`config.mk`:
```
export PLATFORM = sky130hd
export DESIGN_NAME = tabc_core
export DESIGN_NICKNAME = d
export VERILOG_FILES = /design/src/pkg/tabc_pkg.sv /design/src/verilog/tabc_core.sv
export SDC_FILE = /design/constraint.sdc
export NUM_CORES = 2
export LEC_CHECK = 0
export ABC_AREA = 1
export BUFFER_PORTS_ARGS = -buffer_cell sky130_fd_sc_hd__buf_2
export CAP_MARGIN = 15
export CORE_ASPECT_RATIO = 0.75
export CORE_MARGIN = 1.5
export CORE_UTILIZATION = 55
export DETAILED_ROUTE_END_ITERATION = 16
export GPL_ROUTABILITY_DRIVEN = 1
export PLACE_DENSITY_LB_ADDON = 0.08
export SYNTH_ARGS = -nofsm -noshare
export SYNTH_HDL_FRONTEND = slang
export SYNTH_SLANG_ARGS = --single-unit
```
`constraint.sdc`:
```
create_clock -name clock -period 19.4 [get_ports clock]
set_clock_uncertainty 0.2 [all_clocks]
set_input_delay 1.94 -clock clock [delete_from_list [all_inputs] [get_ports clock]]
set_output_delay 1.94 -clock clock [all_outputs]
set_load 0.05 [all_outputs]
```
`src/pkg/tabc_pkg.sv`:
```
// Package for the touch area and backlight configuration block.
// Assumes a single 25 MHz clock domain and a synchronous active-high reset.
package tabc_pkg;
   // Register offsets on the plain register port (byte addresses)
   localparam logic [7:0] OFF_AREA_LO = 8'h00;
   localparam logic [7:0] OFF_AREA_HI = 8'h04;
   localparam logic [7:0] OFF_AREA_CMD = 8'h08;
   localparam logic [7:0] OFF_BL_CFG = 8'h0C;
   localparam logic [7:0] OFF_BRITE = 8'h10;
   localparam logic [7:0] OFF_TOUCH_CFG = 8'h14;
   localparam logic [7:0] OFF_STATUS = 8'h18;
   localparam logic [7:0] OFF_BL_OUT = 8'h1C;
   localparam logic [7:0] OFF_NV_IMAGE = 8'h20;
   // Area id range
   localparam logic [7:0] AREA_ID_MIN = 8'h80;
   localparam logic [7:0] AREA_ID_MAX = 8'hFF;
   // Report characters
   localparam logic [7:0] CH_X = 8'h78;
   localparam logic [7:0] CH_CR = 8'h0D;
   localparam logic [7:0] CH_SP = 8'h20;
   // Reset values
   localparam logic [7:0] RST_UPPER = 8'hFF;
   localparam logic [7:0] RST_LOWER = 8'h00;
   localparam logic [7:0] RST_SAMPLES = 8'h08;
   localparam logic [7:0] RST_SPAN = 8'h0C;
   localparam logic [7:0] RST_CAL_SEC = 8'h05;
   // Timing
   localparam int CLK_HZ = 25000000;
   localparam int SEC_CYCLES = CLK_HZ;
   localparam int REPEAT_MS = 100;
   localparam int REPEAT_CYCLES = CLK_HZ / 1000 * REPEAT_MS;
   localparam int BEEP_MS = 50;
   localparam int BEEP_CYCLES = CLK_HZ / 1000 * BEEP_MS;

   typedef enum logic [2:0] {
      AT_VISIBLE, AT_REL, AT_REL_SILENT, AT_HIDDEN, AT_HIDDEN_SILENT, AT_REPEAT_SPECIAL
   } tabc_area_type_t;

   typedef struct packed {
      logic valid;
      tabc_area_type_t kind;
      logic rep_beep;
      logic [9:0] x0;
      logic [9:0] y0;
      logic [9:0] x1;
      logic [9:0] y1;
   } tabc_area_t;

   typedef struct packed {
      logic [9:0] x;
      logic [9:0] y;
      logic down;
      logic pressure_ok;
   } tabc_touch_t;

   typedef struct packed {
      logic inv_pol;
      logic pwm_mode;
      logic [1:0] orient;
      logic [7:0] upper;
      logic [7:0] lower;
      logic lockout;
      logic pressure;
      logic wander;
      logic [7:0] samples;
      logic [7:0] span;
      logic [7:0] cal_sec;
   } tabc_cfg_t;

   typedef enum logic [3:0] {
      TX_IDLE, TX_X, TX_H, TX_T, TX_O, TX_SP1, TX_XH, TX_XT, TX_XO, TX_SP2, TX_YH, TX_YT, TX_YO, TX_CR
   } tabc_tx_state_t;
endpackage

```
`src/verilog/tabc_core.sv`:
```
// Touch area manager with backlight and panel configuration.
// Assumes touch samples arrive synchronous to clock; tx byte stream is drained by a UART with tx_ready.
//
// Our own choices: the placing of the registers and strobed register access.
`timescale 1ns/100ps
module tabc_core #(
   parameter int NAREA = 8,
   parameter int REPEAT_CYC = tabc_pkg::REPEAT_CYCLES,
   parameter int BEEP_CYC = tabc_pkg::BEEP_CYCLES,
   parameter int SEC_CYC = tabc_pkg::SEC_CYCLES
) (
   // Clock and reset
   input wire logic clock,
   input wire logic rst,
   // Register port
   input wire logic [7:0] reg_addr,
   input wire logic [31:0] reg_wdata,
   input wire logic reg_wr,
   input wire logic reg_rd,
   output logic [31:0] reg_rdata,
   // Touch sampler and calibration
   input wire tabc_pkg::tabc_touch_t touch_in,
   input wire logic [7:0] bright_req,
   input wire logic cal_start,
   output logic cal_timeout,
   // Report byte stream
   output logic [7:0] tx_data,
   output logic tx_valid,
   input wire logic tx_ready,
   // Display and backlight pins
   output logic invert_on,
   output logic [9:0] inv_x0,
   output logic [9:0] inv_y0,
   output logic [9:0] inv_x1,
   output logic [9:0] inv_y1,
   output logic beep,
   output logic inverter_enable,
   output logic backlight_pwm_mode,
   output logic [7:0] bright_level,
   output logic bright_negative,
   output logic [1:0] panel_flip,
   output logic nv_store
);
   typedef struct packed {
      tabc_pkg::tabc_area_t [NAREA-1:0] area;
      tabc_pkg::tabc_cfg_t cfg;
      tabc_pkg::tabc_cfg_t nv;
      logic [63:0] area_w;
      logic [7:0] smp_cnt;
      logic [9:0] sx;
      logic [9:0] sy;
      logic valid_t;
      logic locked;
      logic [7:0] hit_id;
      logic [$clog2(NAREA+1)-1:0] hit;
      logic beeped;
      logic [31:0] rep_cnt;
      logic [31:0] beep_cnt;
      logic [31:0] cal_cnt;
      logic [7:0] cal_sec;
      logic cal_run;
      tabc_pkg::tabc_tx_state_t tx;
      logic [9:0] rx;
      logic [9:0] ry;
      logic [31:0] rdata;
      logic [7:0] out_level;
      logic out_inv;
      logic nv_w;
      logic ok_area;
   } tabc_state_t;

   tabc_state_t s_q, s_d;
   logic [NAREA-1:0] match;
   logic [$clog2(NAREA+1)-1:0] first;
   logic wander_out;
   logic [15:0] prod;

   // Area hit test per entry
   genvar gi;
   generate
      for (gi = 0; gi < NAREA; gi++) begin : g_hit
         assign match[gi] = s_q.area[gi].valid &&
            s_q.sx >= s_q.area[gi].x0 && s_q.sx <= s_q.area[gi].x1 &&
            s_q.sy >= s_q.area[gi].y0 && s_q.sy <= s_q.area[gi].y1;
      end
   endgenerate

   // Lowest slot wins; slots are kept by ascending id on write by software
   always_comb begin
      first = ($clog2(NAREA+1))'(NAREA);
      for (int i = NAREA-1; i >= 0; i--) begin
         if (match[i]) begin
            first = ($clog2(NAREA+1))'(i);
         end
      end
   end

   // Wander: distance from first press beyond span
   assign wander_out = (touch_in.x > s_q.sx ? touch_in.x - s_q.sx : s_q.sx - touch_in.x) > 10'(s_q.cfg.span) ||
      (touch_in.y > s_q.sy ? touch_in.y - s_q.sy : s_q.sy - touch_in.y) > 10'(s_q.cfg.span);

   // Brightness scale: lower + (upper-lower)*req/255 computed on magnitude
   always_comb begin
      if (s_q.cfg.upper >= s_q.cfg.lower) begin
         prod = 16'(s_q.cfg.upper - s_q.cfg.lower) * 16'(bright_req);
      end else begin
         prod = 16'(s_q.cfg.lower - s_q.cfg.upper) * 16'(bright_req);
      end
   end

   // Next state
   always_comb begin
      logic [7:0] id;
      logic [$clog2(NAREA)-1:0] slot;
      tabc_pkg::tabc_area_t na;
      id = reg_wdata[7:0];
      slot = reg_wdata[8 +: $clog2(NAREA)];
      na = '0;
      s_d = s_q;
      s_d.nv_w = 1'b0;
      // Register writes
      if (reg_wr) begin
         case (reg_addr)
            tabc_pkg::OFF_AREA_LO: s_d.area_w[31:0] = reg_wdata;
            tabc_pkg::OFF_AREA_HI: s_d.area_w[63:32] = reg_wdata;
            tabc_pkg::OFF_AREA_CMD: begin
               // cmd: [7:0] id, slot, [18:16] kind, [19] rep beep, [20] clear
               na.valid = ~reg_wdata[20];
               na.kind = tabc_pkg::tabc_area_type_t'(reg_wdata[18:16]);
               na.rep_beep = reg_wdata[19];
               {na.x0, na.y0, na.x1, na.y1} = {s_q.area_w[57:48], s_q.area_w[41:32], s_q.area_w[25:16],
                  s_q.area_w[9:0]};
               s_d.ok_area = id >= tabc_pkg::AREA_ID_MIN && id <= tabc_pkg::AREA_ID_MAX;
               if (s_d.ok_area) begin
                  s_d.area[slot] = na;
               end
            end
            tabc_pkg::OFF_BL_CFG: begin
               s_d.cfg.inv_pol = reg_wdata[0];
               s_d.cfg.pwm_mode = reg_wdata[1];
               s_d.cfg.orient = reg_wdata[3:2];
               s_d.cfg.cal_sec = reg_wdata[15:8];
               s_d.nv.inv_pol = reg_wdata[0];
               s_d.nv.pwm_mode = reg_wdata[1];
               s_d.nv.orient = reg_wdata[3:2];
               s_d.nv.cal_sec = reg_wdata[15:8];
               s_d.nv_w = 1'b1;
            end
            tabc_pkg::OFF_BRITE: begin
               s_d.cfg.upper = reg_wdata[7:0];
               s_d.cfg.lower = reg_wdata[15:8];
               s_d.nv.upper = reg_wdata[7:0];
               s_d.nv.lower = reg_wdata[15:8];
               s_d.nv_w = 1'b1;
            end
            tabc_pkg::OFF_TOUCH_CFG: begin
               s_d.cfg.lockout = reg_wdata[0];
               s_d.cfg.pressure = reg_wdata[1];
               s_d.cfg.wander = reg_wdata[2];
               s_d.cfg.samples = reg_wdata[15:8];
               s_d.cfg.span = reg_wdata[23:16];
               // Bit 31 is the no-store suffix: apply only
               if (!reg_wdata[31]) begin
                  s_d.nv.lockout = reg_wdata[0];
                  s_d.nv.pressure = reg_wdata[1];
                  s_d.nv.wander = reg_wdata[2];
                  s_d.nv.samples = reg_wdata[15:8];
                  s_d.nv.span = reg_wdata[23:16];
                  s_d.nv_w = 1'b1;
               end
            end
            default: ;
         endcase
      end
      // Reads never change settings, only return them
      s_d.rdata = 32'h00000000;
      if (reg_rd) begin
         case (reg_addr)
            tabc_pkg::OFF_AREA_LO: s_d.rdata = s_q.area_w[31:0];
            tabc_pkg::OFF_AREA_HI: s_d.rdata = s_q.area_w[63:32];
            tabc_pkg::OFF_BL_CFG: s_d.rdata = {16'h0000, s_q.cfg.cal_sec, 4'h0, s_q.cfg.orient,
               s_q.cfg.pwm_mode, s_q.cfg.inv_pol};
            tabc_pkg::OFF_BRITE: s_d.rdata = {16'h0000, s_q.cfg.lower, s_q.cfg.upper};
            tabc_pkg::OFF_TOUCH_CFG: s_d.rdata = {8'h00, s_q.cfg.span, s_q.cfg.samples, 5'h00, s_q.cfg.wander,
               s_q.cfg.pressure, s_q.cfg.lockout};
            tabc_pkg::OFF_STATUS: s_d.rdata = {14'h0000, s_q.ok_area, s_q.cal_run, s_q.hit_id, 6'h00,
               s_q.locked, s_q.valid_t};
            tabc_pkg::OFF_BL_OUT: s_d.rdata = {22'h000000, s_q.out_inv, s_q.out_level, s_q.cfg.pwm_mode};
            // Stored touch options, to tell applied from persisted
            tabc_pkg::OFF_NV_IMAGE: s_d.rdata = {8'h00, s_q.nv.span, s_q.nv.samples, 5'h00, s_q.nv.wander,
               s_q.nv.pressure, s_q.nv.lockout};
            default: s_d.rdata = 32'h00000000;
         endcase
      end
      // Touch qualification: count samples agreeing within span
      if (!touch_in.down || (s_q.cfg.pressure && !touch_in.pressure_ok) ||
          (s_q.smp_cnt != 8'h00 && wander_out)) begin
         s_d.smp_cnt = 8'h00;
         // Moving away after validation counts as release only with the wander option on
         // Low pressure only releases when the pressure option is on
         if (!touch_in.down || !s_q.valid_t || s_q.cfg.wander || (s_q.cfg.pressure && !touch_in.pressure_ok)) begin
            s_d.valid_t = 1'b0;
            s_d.locked = 1'b0;
            s_d.beeped = 1'b0;
         end
      end else begin
         if (s_q.smp_cnt == 8'h00) begin
            s_d.sx = touch_in.x;
            s_d.sy = touch_in.y;
         end
         if (s_q.smp_cnt != 8'hFF) begin
            s_d.smp_cnt = s_q.smp_cnt + 8'h01;
         end
         if (s_q.smp_cnt + 8'h01 >= s_q.cfg.samples) begin
            s_d.valid_t = 1'b1;
         end
      end
      // New press: pick area, report, beep
      s_d.rep_cnt = (s_q.rep_cnt != 32'h0) ? s_q.rep_cnt - 32'h1 : 32'h0;
      s_d.beep_cnt = (s_q.beep_cnt != 32'h0) ? s_q.beep_cnt - 32'h1 : 32'h0;
      if (s_q.valid_t && first != ($clog2(NAREA+1))'(NAREA) && s_q.tx == tabc_pkg::TX_IDLE) begin
         // Lockout keeps the first area until release
         if (!s_q.locked || (s_q.cfg.lockout && s_q.hit == first) || !s_q.cfg.lockout) begin
            if (!s_q.locked || s_q.hit != first ||
                (s_q.area[first].kind == tabc_pkg::AT_REPEAT_SPECIAL && s_q.rep_cnt == 32'h0)) begin
               s_d.locked = 1'b1;
               s_d.hit = first;
               s_d.hit_id = 8'h80 | 8'(first);
               s_d.rx = s_q.sx - s_q.area[first].x0;
               s_d.ry = s_q.sy - s_q.area[first].y0;
               s_d.tx = tabc_pkg::TX_X;
               s_d.rep_cnt = 32'(REPEAT_CYC);
               if (!(s_q.area[first].kind inside {tabc_pkg::AT_REL_SILENT, tabc_pkg::AT_HIDDEN_SILENT}) &&
                   (!s_q.beeped || s_q.area[first].rep_beep)) begin
                  s_d.beep_cnt = 32'(BEEP_CYC);
                  s_d.beeped = 1'b1;
               end
            end
         end
      end
      // Report serialiser, runs independently of command traffic
      if (s_q.tx != tabc_pkg::TX_IDLE && tx_ready) begin
         case (s_q.tx)
            tabc_pkg::TX_X: s_d.tx = tabc_pkg::TX_H;
            tabc_pkg::TX_H: s_d.tx = tabc_pkg::TX_T;
            tabc_pkg::TX_T: s_d.tx = tabc_pkg::TX_O;
            tabc_pkg::TX_O: s_d.tx = (s_q.area[s_q.hit].kind inside {tabc_pkg::AT_REL, tabc_pkg::AT_REL_SILENT}) ?
               tabc_pkg::TX_SP1 : tabc_pkg::TX_CR;
            tabc_pkg::TX_SP1: s_d.tx = tabc_pkg::TX_XH;
            tabc_pkg::TX_XH: s_d.tx = tabc_pkg::TX_XT;
            tabc_pkg::TX_XT: s_d.tx = tabc_pkg::TX_XO;
            tabc_pkg::TX_XO: s_d.tx = tabc_pkg::TX_SP2;
            tabc_pkg::TX_SP2: s_d.tx = tabc_pkg::TX_YH;
            tabc_pkg::TX_YH: s_d.tx = tabc_pkg::TX_YT;
            tabc_pkg::TX_YT: s_d.tx = tabc_pkg::TX_YO;
            tabc_pkg::TX_YO: s_d.tx = tabc_pkg::TX_CR;
            default: s_d.tx = tabc_pkg::TX_IDLE;
         endcase
      end
      // Calibration wait in whole seconds
      if (cal_start) begin
         s_d.cal_run = 1'b1;
         s_d.cal_cnt = 32'(SEC_CYC) - 32'h1;
         s_d.cal_sec = s_q.cfg.cal_sec;
      end else if (s_q.cal_run) begin
         if (s_q.valid_t || s_q.cal_sec == 8'h00) begin
            s_d.cal_run = 1'b0;
         end else if (s_q.cal_cnt == 32'h0) begin
            s_d.cal_cnt = 32'(SEC_CYC) - 32'h1;
            s_d.cal_sec = s_q.cal_sec - 8'h01;
         end else begin
            s_d.cal_cnt = s_q.cal_cnt - 32'h1;
         end
      end
      // Brightness level between limits
      s_d.out_inv = s_q.cfg.upper < s_q.cfg.lower;
      s_d.out_level = s_d.out_inv ? s_q.cfg.lower - 8'(prod / 16'd255) :
         s_q.cfg.lower + 8'(prod / 16'd255);
   end

   // Decimal digit of a value for the report text
   function automatic logic [7:0] dig(input logic [9:0] v, input int p);
      logic [9:0] q;
      q = (p == 2) ? v / 10'd100 : (p == 1) ? (v / 10'd10) % 10'd10 : v % 10'd10;
      return 8'h30 + 8'(q);
   endfunction

   // State register and pins, all flopped
   always_ff @(posedge clock) begin
      if (rst) begin
         s_q <= '0;
         s_q.tx <= tabc_pkg::TX_IDLE;
         s_q.cfg.upper <= tabc_pkg::RST_UPPER;
         s_q.cfg.lower <= tabc_pkg::RST_LOWER;
         s_q.cfg.samples <= tabc_pkg::RST_SAMPLES;
         s_q.cfg.span <= tabc_pkg::RST_SPAN;
         s_q.cfg.cal_sec <= tabc_pkg::RST_CAL_SEC;
         reg_rdata <= 32'h00000000;
         tx_data <= 8'h00;
         tx_valid <= 1'b0;
         {invert_on, beep, inverter_enable, backlight_pwm_mode, bright_negative, nv_store, cal_timeout} <= 7'h00;
         {inv_x0, inv_y0, inv_x1, inv_y1} <= 40'h0000000000;
         bright_level <= 8'h00;
         panel_flip <= 2'h0;
      end else begin
         s_q <= s_d;
         reg_rdata <= s_d.rdata;
         tx_valid <= s_d.tx != tabc_pkg::TX_IDLE;
         case (s_d.tx)
            tabc_pkg::TX_X: tx_data <= tabc_pkg::CH_X;
            tabc_pkg::TX_H: tx_data <= dig(10'(s_d.hit_id), 2);
            tabc_pkg::TX_T: tx_data <= dig(10'(s_d.hit_id), 1);
            tabc_pkg::TX_O: tx_data <= dig(10'(s_d.hit_id), 0);
            tabc_pkg::TX_SP1, tabc_pkg::TX_SP2: tx_data <= tabc_pkg::CH_SP;
            tabc_pkg::TX_XH: tx_data <= dig(s_d.rx, 2);
            tabc_pkg::TX_XT: tx_data <= dig(s_d.rx, 1);
            tabc_pkg::TX_XO: tx_data <= dig(s_d.rx, 0);
            tabc_pkg::TX_YH: tx_data <= dig(s_d.ry, 2);
            tabc_pkg::TX_YT: tx_data <= dig(s_d.ry, 1);
            tabc_pkg::TX_YO: tx_data <= dig(s_d.ry, 0);
            default: tx_data <= tabc_pkg::CH_CR;
         endcase
         // Only plain visible areas invert while held
         invert_on <= s_d.locked && s_d.valid_t && s_d.area[s_d.hit].kind == tabc_pkg::AT_VISIBLE;
         {inv_x0, inv_y0, inv_x1, inv_y1} <= {s_d.area[s_d.hit].x0, s_d.area[s_d.hit].y0,
            s_d.area[s_d.hit].x1, s_d.area[s_d.hit].y1};
         beep <= s_d.beep_cnt != 32'h0;
         inverter_enable <= s_d.cfg.inv_pol;
         backlight_pwm_mode <= s_d.cfg.pwm_mode;
         bright_level <= s_d.out_level;
         bright_negative <= s_d.out_inv;
         panel_flip <= s_d.cfg.orient;
         nv_store <= s_d.nv_w;
         cal_timeout <= s_q.cal_run && !s_d.cal_run && !s_q.valid_t;
      end
   end

   // Checks
   property p_flip; @(posedge clock) disable iff (rst) 1 |=> panel_flip == $past(s_d.cfg.orient); endproperty
   a_flip: assert property (p_flip) else $error("flip outputs wrong");
   property p_nostore; @(posedge clock) disable iff (rst)
      reg_wr && reg_addr == tabc_pkg::OFF_TOUCH_CFG && reg_wdata[31] |=> !nv_store; endproperty
   a_nostore: assert property (p_nostore) else $error("suffix write stored");
   property p_id; @(posedge clock) disable iff (rst)
      reg_wr && reg_addr == tabc_pkg::OFF_AREA_CMD && reg_wdata[7:0] < 8'h80 |=> $stable(s_q.area); endproperty
   a_id: assert property (p_id) else $error("bad id accepted");
   property p_report; @(posedge clock) disable iff (rst)
      tx_valid && tx_data == tabc_pkg::CH_X |-> s_q.tx == tabc_pkg::TX_X; endproperty
   a_report: assert property (p_report) else $error("report start wrong");
   property p_noinv; @(posedge clock) disable iff (rst)
      invert_on |-> s_q.area[s_q.hit].kind == tabc_pkg::AT_VISIBLE; endproperty
   a_noinv: assert property (p_noinv) else $error("hidden area inverted");
   property p_silent; @(posedge clock) disable iff (rst)
      $rose(beep) |-> !(s_q.area[s_q.hit].kind inside {tabc_pkg::AT_REL_SILENT, tabc_pkg::AT_HIDDEN_SILENT});
   endproperty
   a_silent: assert property (p_silent) else $error("silent area beeped");
   property p_pol; @(posedge clock) disable iff (rst) 1'b1 |-> inverter_enable == s_q.cfg.inv_pol; endproperty
   a_pol: assert property (p_pol) else $error("enable polarity wrong");
   property p_bneg; @(posedge clock) disable iff (rst)
      s_q.cfg.upper > s_q.cfg.lower ##1 $stable(s_q.cfg) |=> !bright_negative; endproperty
   a_bneg: assert property (p_bneg) else $error("brightness polarity wrong");
   c_press: cover property (@(posedge clock) disable iff (rst) $rose(invert_on));
   c_rel: cover property (@(posedge clock) disable iff (rst) tx_valid && s_q.tx == tabc_pkg::TX_SP1);
   c_cal: cover property (@(posedge clock) disable iff (rst) cal_timeout);
endmodule

```
# Word-level counts from Yosys, hierarchy flattened
# Cells that the tools add are included.
# totals
input_bits	76
romBits	0
ramBits	0
elab_cells	403
latch_bits	0
out_inout_bits	98
n_memories	0
register_bits	773
# op_classes
add_sub_neg	24
div	13
n_shift	0
eq_ne	42
n_lt_le_gt_ge	46
n_reduce_logical	100
n_mux	63
mul	2
bitwise	6
# ops
operator	count
$mux W360	2
$mux W518	1
$bmux W45 S3	3
$bwmux W360	1
$pmux W32 S8	1
$mux W78	3
$mux W32	6
$ge A10 B10 Y1	16
$le A10 B10 Y1	16
$demux W45 S3	1
$mux W44	3
$reduce_bool A32 Y1	3
$sub A32 B1 Y32 const B	3
$pmux W8 S11	1
$add A6 B8 Y8 const A	9
$mux W24	3
$mux W34	2
$logic_not A32 Y1	2
$sub A10 B10 Y10	6
$mux W19	3
$mod A10 B4 Y10 const B	5
$mux W16	3
$pmux W4 S12	1
$logic_and A1 B1 Y1	46
58 further kinds	156

# Logic depth before layout (Yosys ltp)
# depth
ltp_word	27
mapped_depth	113
mapped_depth_nobuf	111

# Worst setup path before layout
# OpenSTA, ideal clock, no wires.
# synth_path
path_type	input to register
from	input port bright_req[0]
to	register s_q[10] in the netlist's numbering
arrival_ns	13.390
setup_time_ns	0.115
cell_stages	93
path_buffers	4
setup_slack_ns	5.695
required_ns	19.085
path_cell_list	clkbuf_1 > clkbuf_1 > nand2_1 > fa_1 > inv_1 > fa_1 > inv_1 > fa_1 > inv_1 > fa_1 > ha_1 > nand2_1 > nor3_1 > a21oi_1 > or2_2 > o21ai_1 > nor2_1 > nor3_2 > [57 not listed] > a21oi_1 > inv_1 > a31oi_1 > inv_1 > nand2_1 > inv_1 > nor2_1 > nor2_1 > nor2_1 > nor2_1 > nor2_1 > nor2_1 > nor2_1 > xor2_1 > xor2_1 > inv_1 > a21oi_1 > nor2_1
# synth_via
elab_chain_cells	5
elab_cells_between_ends	7
cone_classes	2 x add/sub; 2 x mul; 1 x div; 2 x mux
# synth_lines
item	line_no	source
from (decl)	tabc_core.sv:23	input wire logic [7:0] bright_req,
$mul A9 B9 Y16, on equally long branches	tabc_core.sv:107, tabc_core.sv:105	
$mux W16 *	tabc_core.sv:104	if (s_q.cfg.upper >= s_q.cfg.lower) begin
$div A16 B8 Y16 *	tabc_core.sv:277, tabc_core.sv:278	
$add A8 B8 Y8 / $sub A8 B8 Y8 (equally long branches)	tabc_core.sv:278, tabc_core.sv:277	
$mux W8 *	tabc_core.sv:277	s_d.out_level = s_d.out_inv ? s_q.cfg.lower - 8'(prod / 16'd255) :
to (decl)	tabc_core.sv:72	tabc_state_t s_q, s_d;
# Every way passes the cells marked *; elsewhere a longest branch is shown, timed or not.
# A chain may end at the register's enable or synchronous reset.

==> impl_metrics.csv <==
group,metric,value,unit
synth,synth_area_leader_cell,"sky130_fd_sc_hd__dfxtp_1",
synth,synthesis.area_per_instance,6.76,um^2
synth,synth_ff_type,"sky130_fd_sc_hd__dfxtp_1",
global_routing,globalRouteOverflowTotal,0,
global_routing,grt_first_pass_wirelength,294000,um
critical_path,worstPathArrival,15780,ps
floorplan,die_w,373,um
critical_path,ff2ff_setup_slack,4020,ps
worst_hold_path,worstHoldPathType,"flop to flop",
place,dpl_cell_area,0.0582,mm^2
cells_and_area,final_net_count,9057,
worst_hold_path,number_of_cells_traversed_by_the_worst_hold_path,1,
sta,rsz_0062_raised_after_global_routing,"false",
place,detailed_place_hpwl,141000,um
synth,post_synth_num_cell_types,73,
floorplan,io_pins,174,
critical_path,crit_path_top_delay_cell,"sky130_fd_sc_hd__dfxtp_1",
critical_path,cp_slowest_stage_delay,600,ps
critical_path,critical-path-top-cell-by-count,"sky130_fd_sc_hd__nor2_1",
sta,relSlewSlack,0.208,
sta,final.min_clock_period,15380,ps
routing,antenna_left,0,
critical_path,critical_path_endpoint_category,"flop",
synth,seq_cells_post_synth,757,
floorplan,rows,101,
synth,synth_enable_flop_cells,0,
status,outcome,"completed",
sta,fin_setup_tns,0,ps
critical_path,rr_worst_depth,98,
synth,syn_area,0.0565,mm^2
worst_hold_path,hold_end,"s_q[108]",
global_routing,global_route.usage.total,0.358,
routing,avgViaCountPerCell,5.74,
critical_path,cp_max_fanout,13,
critical_path,worst_setup_path_start_kind,"flop",
routing,remaining_drc_errors,0,
synth,synth-seq-area-share,0.268,
routing,wl_per_cell,19.6,um
sta,finalCritPeriodShare,0.793,
critical_path,worstReg2RegEnd,"s_q[10]",
global_routing,grt_start_max_net_pins,188,
sta,number_of_slew_limit_violations_in_the_final_report,0,
cells_and_area,final_cell_area,0.0610,mm^2
cells_and_area,post_route_cells_drive_above_1_share,0.0775,
clock_network,cts_tree,"done",
routing,routed-via-count,56000,
critical_path,crit_required,19800,ps
synth,async_reset_ff_frac,0,
global_routing,first_global_vias,51200,
cells_and_area,layout.cells.most_common,"sky130_fd_sc_hd__nand2_1",
clock_network,cts_num_sinks,757,
cells_and_area,areaGrowthSynthToFinish,8.09,%
routing,totalWireLength,191000,um
synth,postSynthCellCount,8359,
sta,clock.fmax,65.0,MHz
worst_hold_path,hold_start,"s_q[108]",
cells_and_area,fill_count,9723,
clock_network,clk_latency,720,ps
power,power.leakage,29.5,nW
sta,final_hold_violating_endpoints,0,
cells_and_area,sequential_cell_area,0.0152,mm^2
cells_and_area,commonest_cells_after_routing_fill_and_taps_aside,"sky130_fd_sc_hd__nand2_1, sky130_fd_sc_hd__inv_1, sky130_fd_sc_hd__nor2_1, sky130_fd_sc_hd__dfxtp_1, sky130_fd_sc_hd__o21ai_0",
synth,post_synth_main_area_contributors,"sky130_fd_sc_hd__dfxtp_1, sky130_fd_sc_hd__nand2_1, sky130_fd_sc_hd__ha_1",
clock_network,cts_htree_levels,3,
critical_path,timing_worst_setup_path_type,"flop to flop",
place,io_buf_count,173,
clock_network,cts_buffer_depth,3,
floorplan,start_util,0.556,
synth,syn_nets,9077,
clock_network,cts_resized,0,
global_routing,antenna_found_initial,18,
floorplan,floorplan.die.height,280,um
floorplan,die_area,0.105,mm^2
routing,initial_drt_markers,6575,
routing,detailed_routing_iteration_count_for_the_pre_antenna_repair_pass,8,
clock_network,cts_post_setup_buffers_inserted,0,
place,routabilityCongestion,0.965,
cells_and_area,post-route-util,0.601,
clock_network,clock_buffer_count_from_cts,82,
critical_path,crit-reg2reg-launch,"s_q[307]",
floorplan,core-area,0.101,mm^2
sta,final-setup-viol-count,0,
synth,total_number_of_yosys_warnings,0,
run,max_cap_violations,0,
cells_and_area,multi_input_area,0.0354,mm^2
clock_network,cts_hold_buffers,0,
power,worst_ir_drop_vdd,0.438,mV
clock_network,clkSlewWorstSetupHoldPaths,70,ps
sta,actual_slew_at_the_worst_max_slew_pin,1190,ps
power,power.density,126,mW/mm^2
synth,netlist.area_leader.share,0.268,
clock_network,clock-root-buffer,"sky130_fd_sc_hd__clkbuf_16",
[report_power, final]
part           internal (mW)  total [mW]  switching, mW
Clock                  0.917        1.66          0.741
Sequential              1.62        1.67         0.0534
Combinational           1.41        4.39           2.97
[worst max-delay path, delay by kind of cell, from the launching register on]
family	cells	cell delay, ps
buffers and inverters	14	1040
AO/OA/AOI/OAI	8	1650
adder cells (fa/ha/maj)	9	3300
flip-flops	1	600
XOR/XNOR	4	1030
AND/OR/NAND/NOR	63	7450
[synthesized netlist by cell type (23+ instances only)]
library cell and instances:
sky130_fd_sc_hd__nand2_1 1787, sky130_fd_sc_hd__inv_1 1167, sky130_fd_sc_hd__nor2_1 972, sky130_fd_sc_hd__dfxtp_1 757, sky130_fd_sc_hd__o21ai_0 714, sky130_fd_sc_hd__a21oi_1 598, sky130_fd_sc_hd__ha_1 523, sky130_fd_sc_hd__nand3_1 343
sky130_fd_sc_hd__clkbuf_1 295, sky130_fd_sc_hd__fa_1 119, sky130_fd_sc_hd__xor2_1 117, sky130_fd_sc_hd__nand4_1 94, sky130_fd_sc_hd__a32o_1 82, sky130_fd_sc_hd__nand2_2 78, sky130_fd_sc_hd__nor3_1 66, sky130_fd_sc_hd__xnor2_1 59
sky130_fd_sc_hd__o211ai_1 48, sky130_fd_sc_hd__inv_2 35, sky130_fd_sc_hd__a31oi_1 32, sky130_fd_sc_hd__or2_2 30, sky130_fd_sc_hd__a221oi_1 29, sky130_fd_sc_hd__nor4_1 29, sky130_fd_sc_hd__o21ai_1 29, sky130_fd_sc_hd__a211oi_1 26
sky130_fd_sc_hd__o21a_1 23
[through the flow]
step | setup slack [ps] | power (mW) | instances | hold WS (ps)
2_1_floorplan | 5690 | 5.14 | 8359 | 201
3_3_place_gp | 4330 | 5.98 | 9593 | 213
3_5_place_dp | 4070 | 6.01 | 9593 | 213
4_1_cts | 4300 | 7.68 | 9743 | 223
5_1_grt | 2550 | 8.42 | 9748 | 238
6_report | 4020 | 7.71 | 9750 | 222
[worst max path at each step]
stage,end,slack (ps),start,depth (start not counted)
2_1_floorplan,s_q[10],5690,bright_req[0],93
3_3_place_gp,s_q[10],4330,bright_req[1],92
3_5_place_dp,s_q[10],4070,bright_req[0],93
4_1_cts,s_q[10],4300,s_q[307],96
5_1_grt,s_q[10],2550,s_q[307],96
6_report,s_q[10],4020,s_q[307],98
[cell type report]
class,instances,area share
diodes,6,0.000246
well taps,1339,0.0275
clock buffers,109,0.0376
repair buffers,236,0.0226
inverters,1217,0.0751
flip-flops and latches,757,0.248
multi-input cells,6045,0.580
clock inverters,41,0.00877
[logic make-up (layout without fill, tap and decap cells)]
kind of cell | count (synthesis) | in the layout | share of synthesized area
and+or+nand+nor | 3512 | 3512 | 0.265
AOI/OAI and AO/OA | 1706 | 1706 | 0.173
buffers and inverters | 1557 | 1603 | 0.107
DFF | 757 | 757 | 0.268
adders and majority gates | 642 | 642 | 0.158
xor gates and xnor gates | 176 | 176 | 0.0273
muxes | 9 | 9 | 0.00162
other | 0 | 6 | 0
[sequential cells by signal, summed over array words and instances, names as in the netlist, named ones only]
signal       flops
invert_on        1
cal_timeout      1
inv_y0          10
beep             1
tx_valid         1
nv_store         1
inv_x0          10
reg_rdata       32
s_q            656
inv_y1          10
tx_data          8
inv_x1          10
[metal layers]
metal  wire, um  track usage  part of all wire  up-vias
met5         72            0           0.00038        -
li1           -            -                 -    27100
met3      20900       0.0859              0.11      360
met2      77200        0.522              0.40     2489
met1      87000        0.515              0.45    26000
met4       6140        0.113             0.032       12
Note: power is estimated with default switching activity, not from simulation.
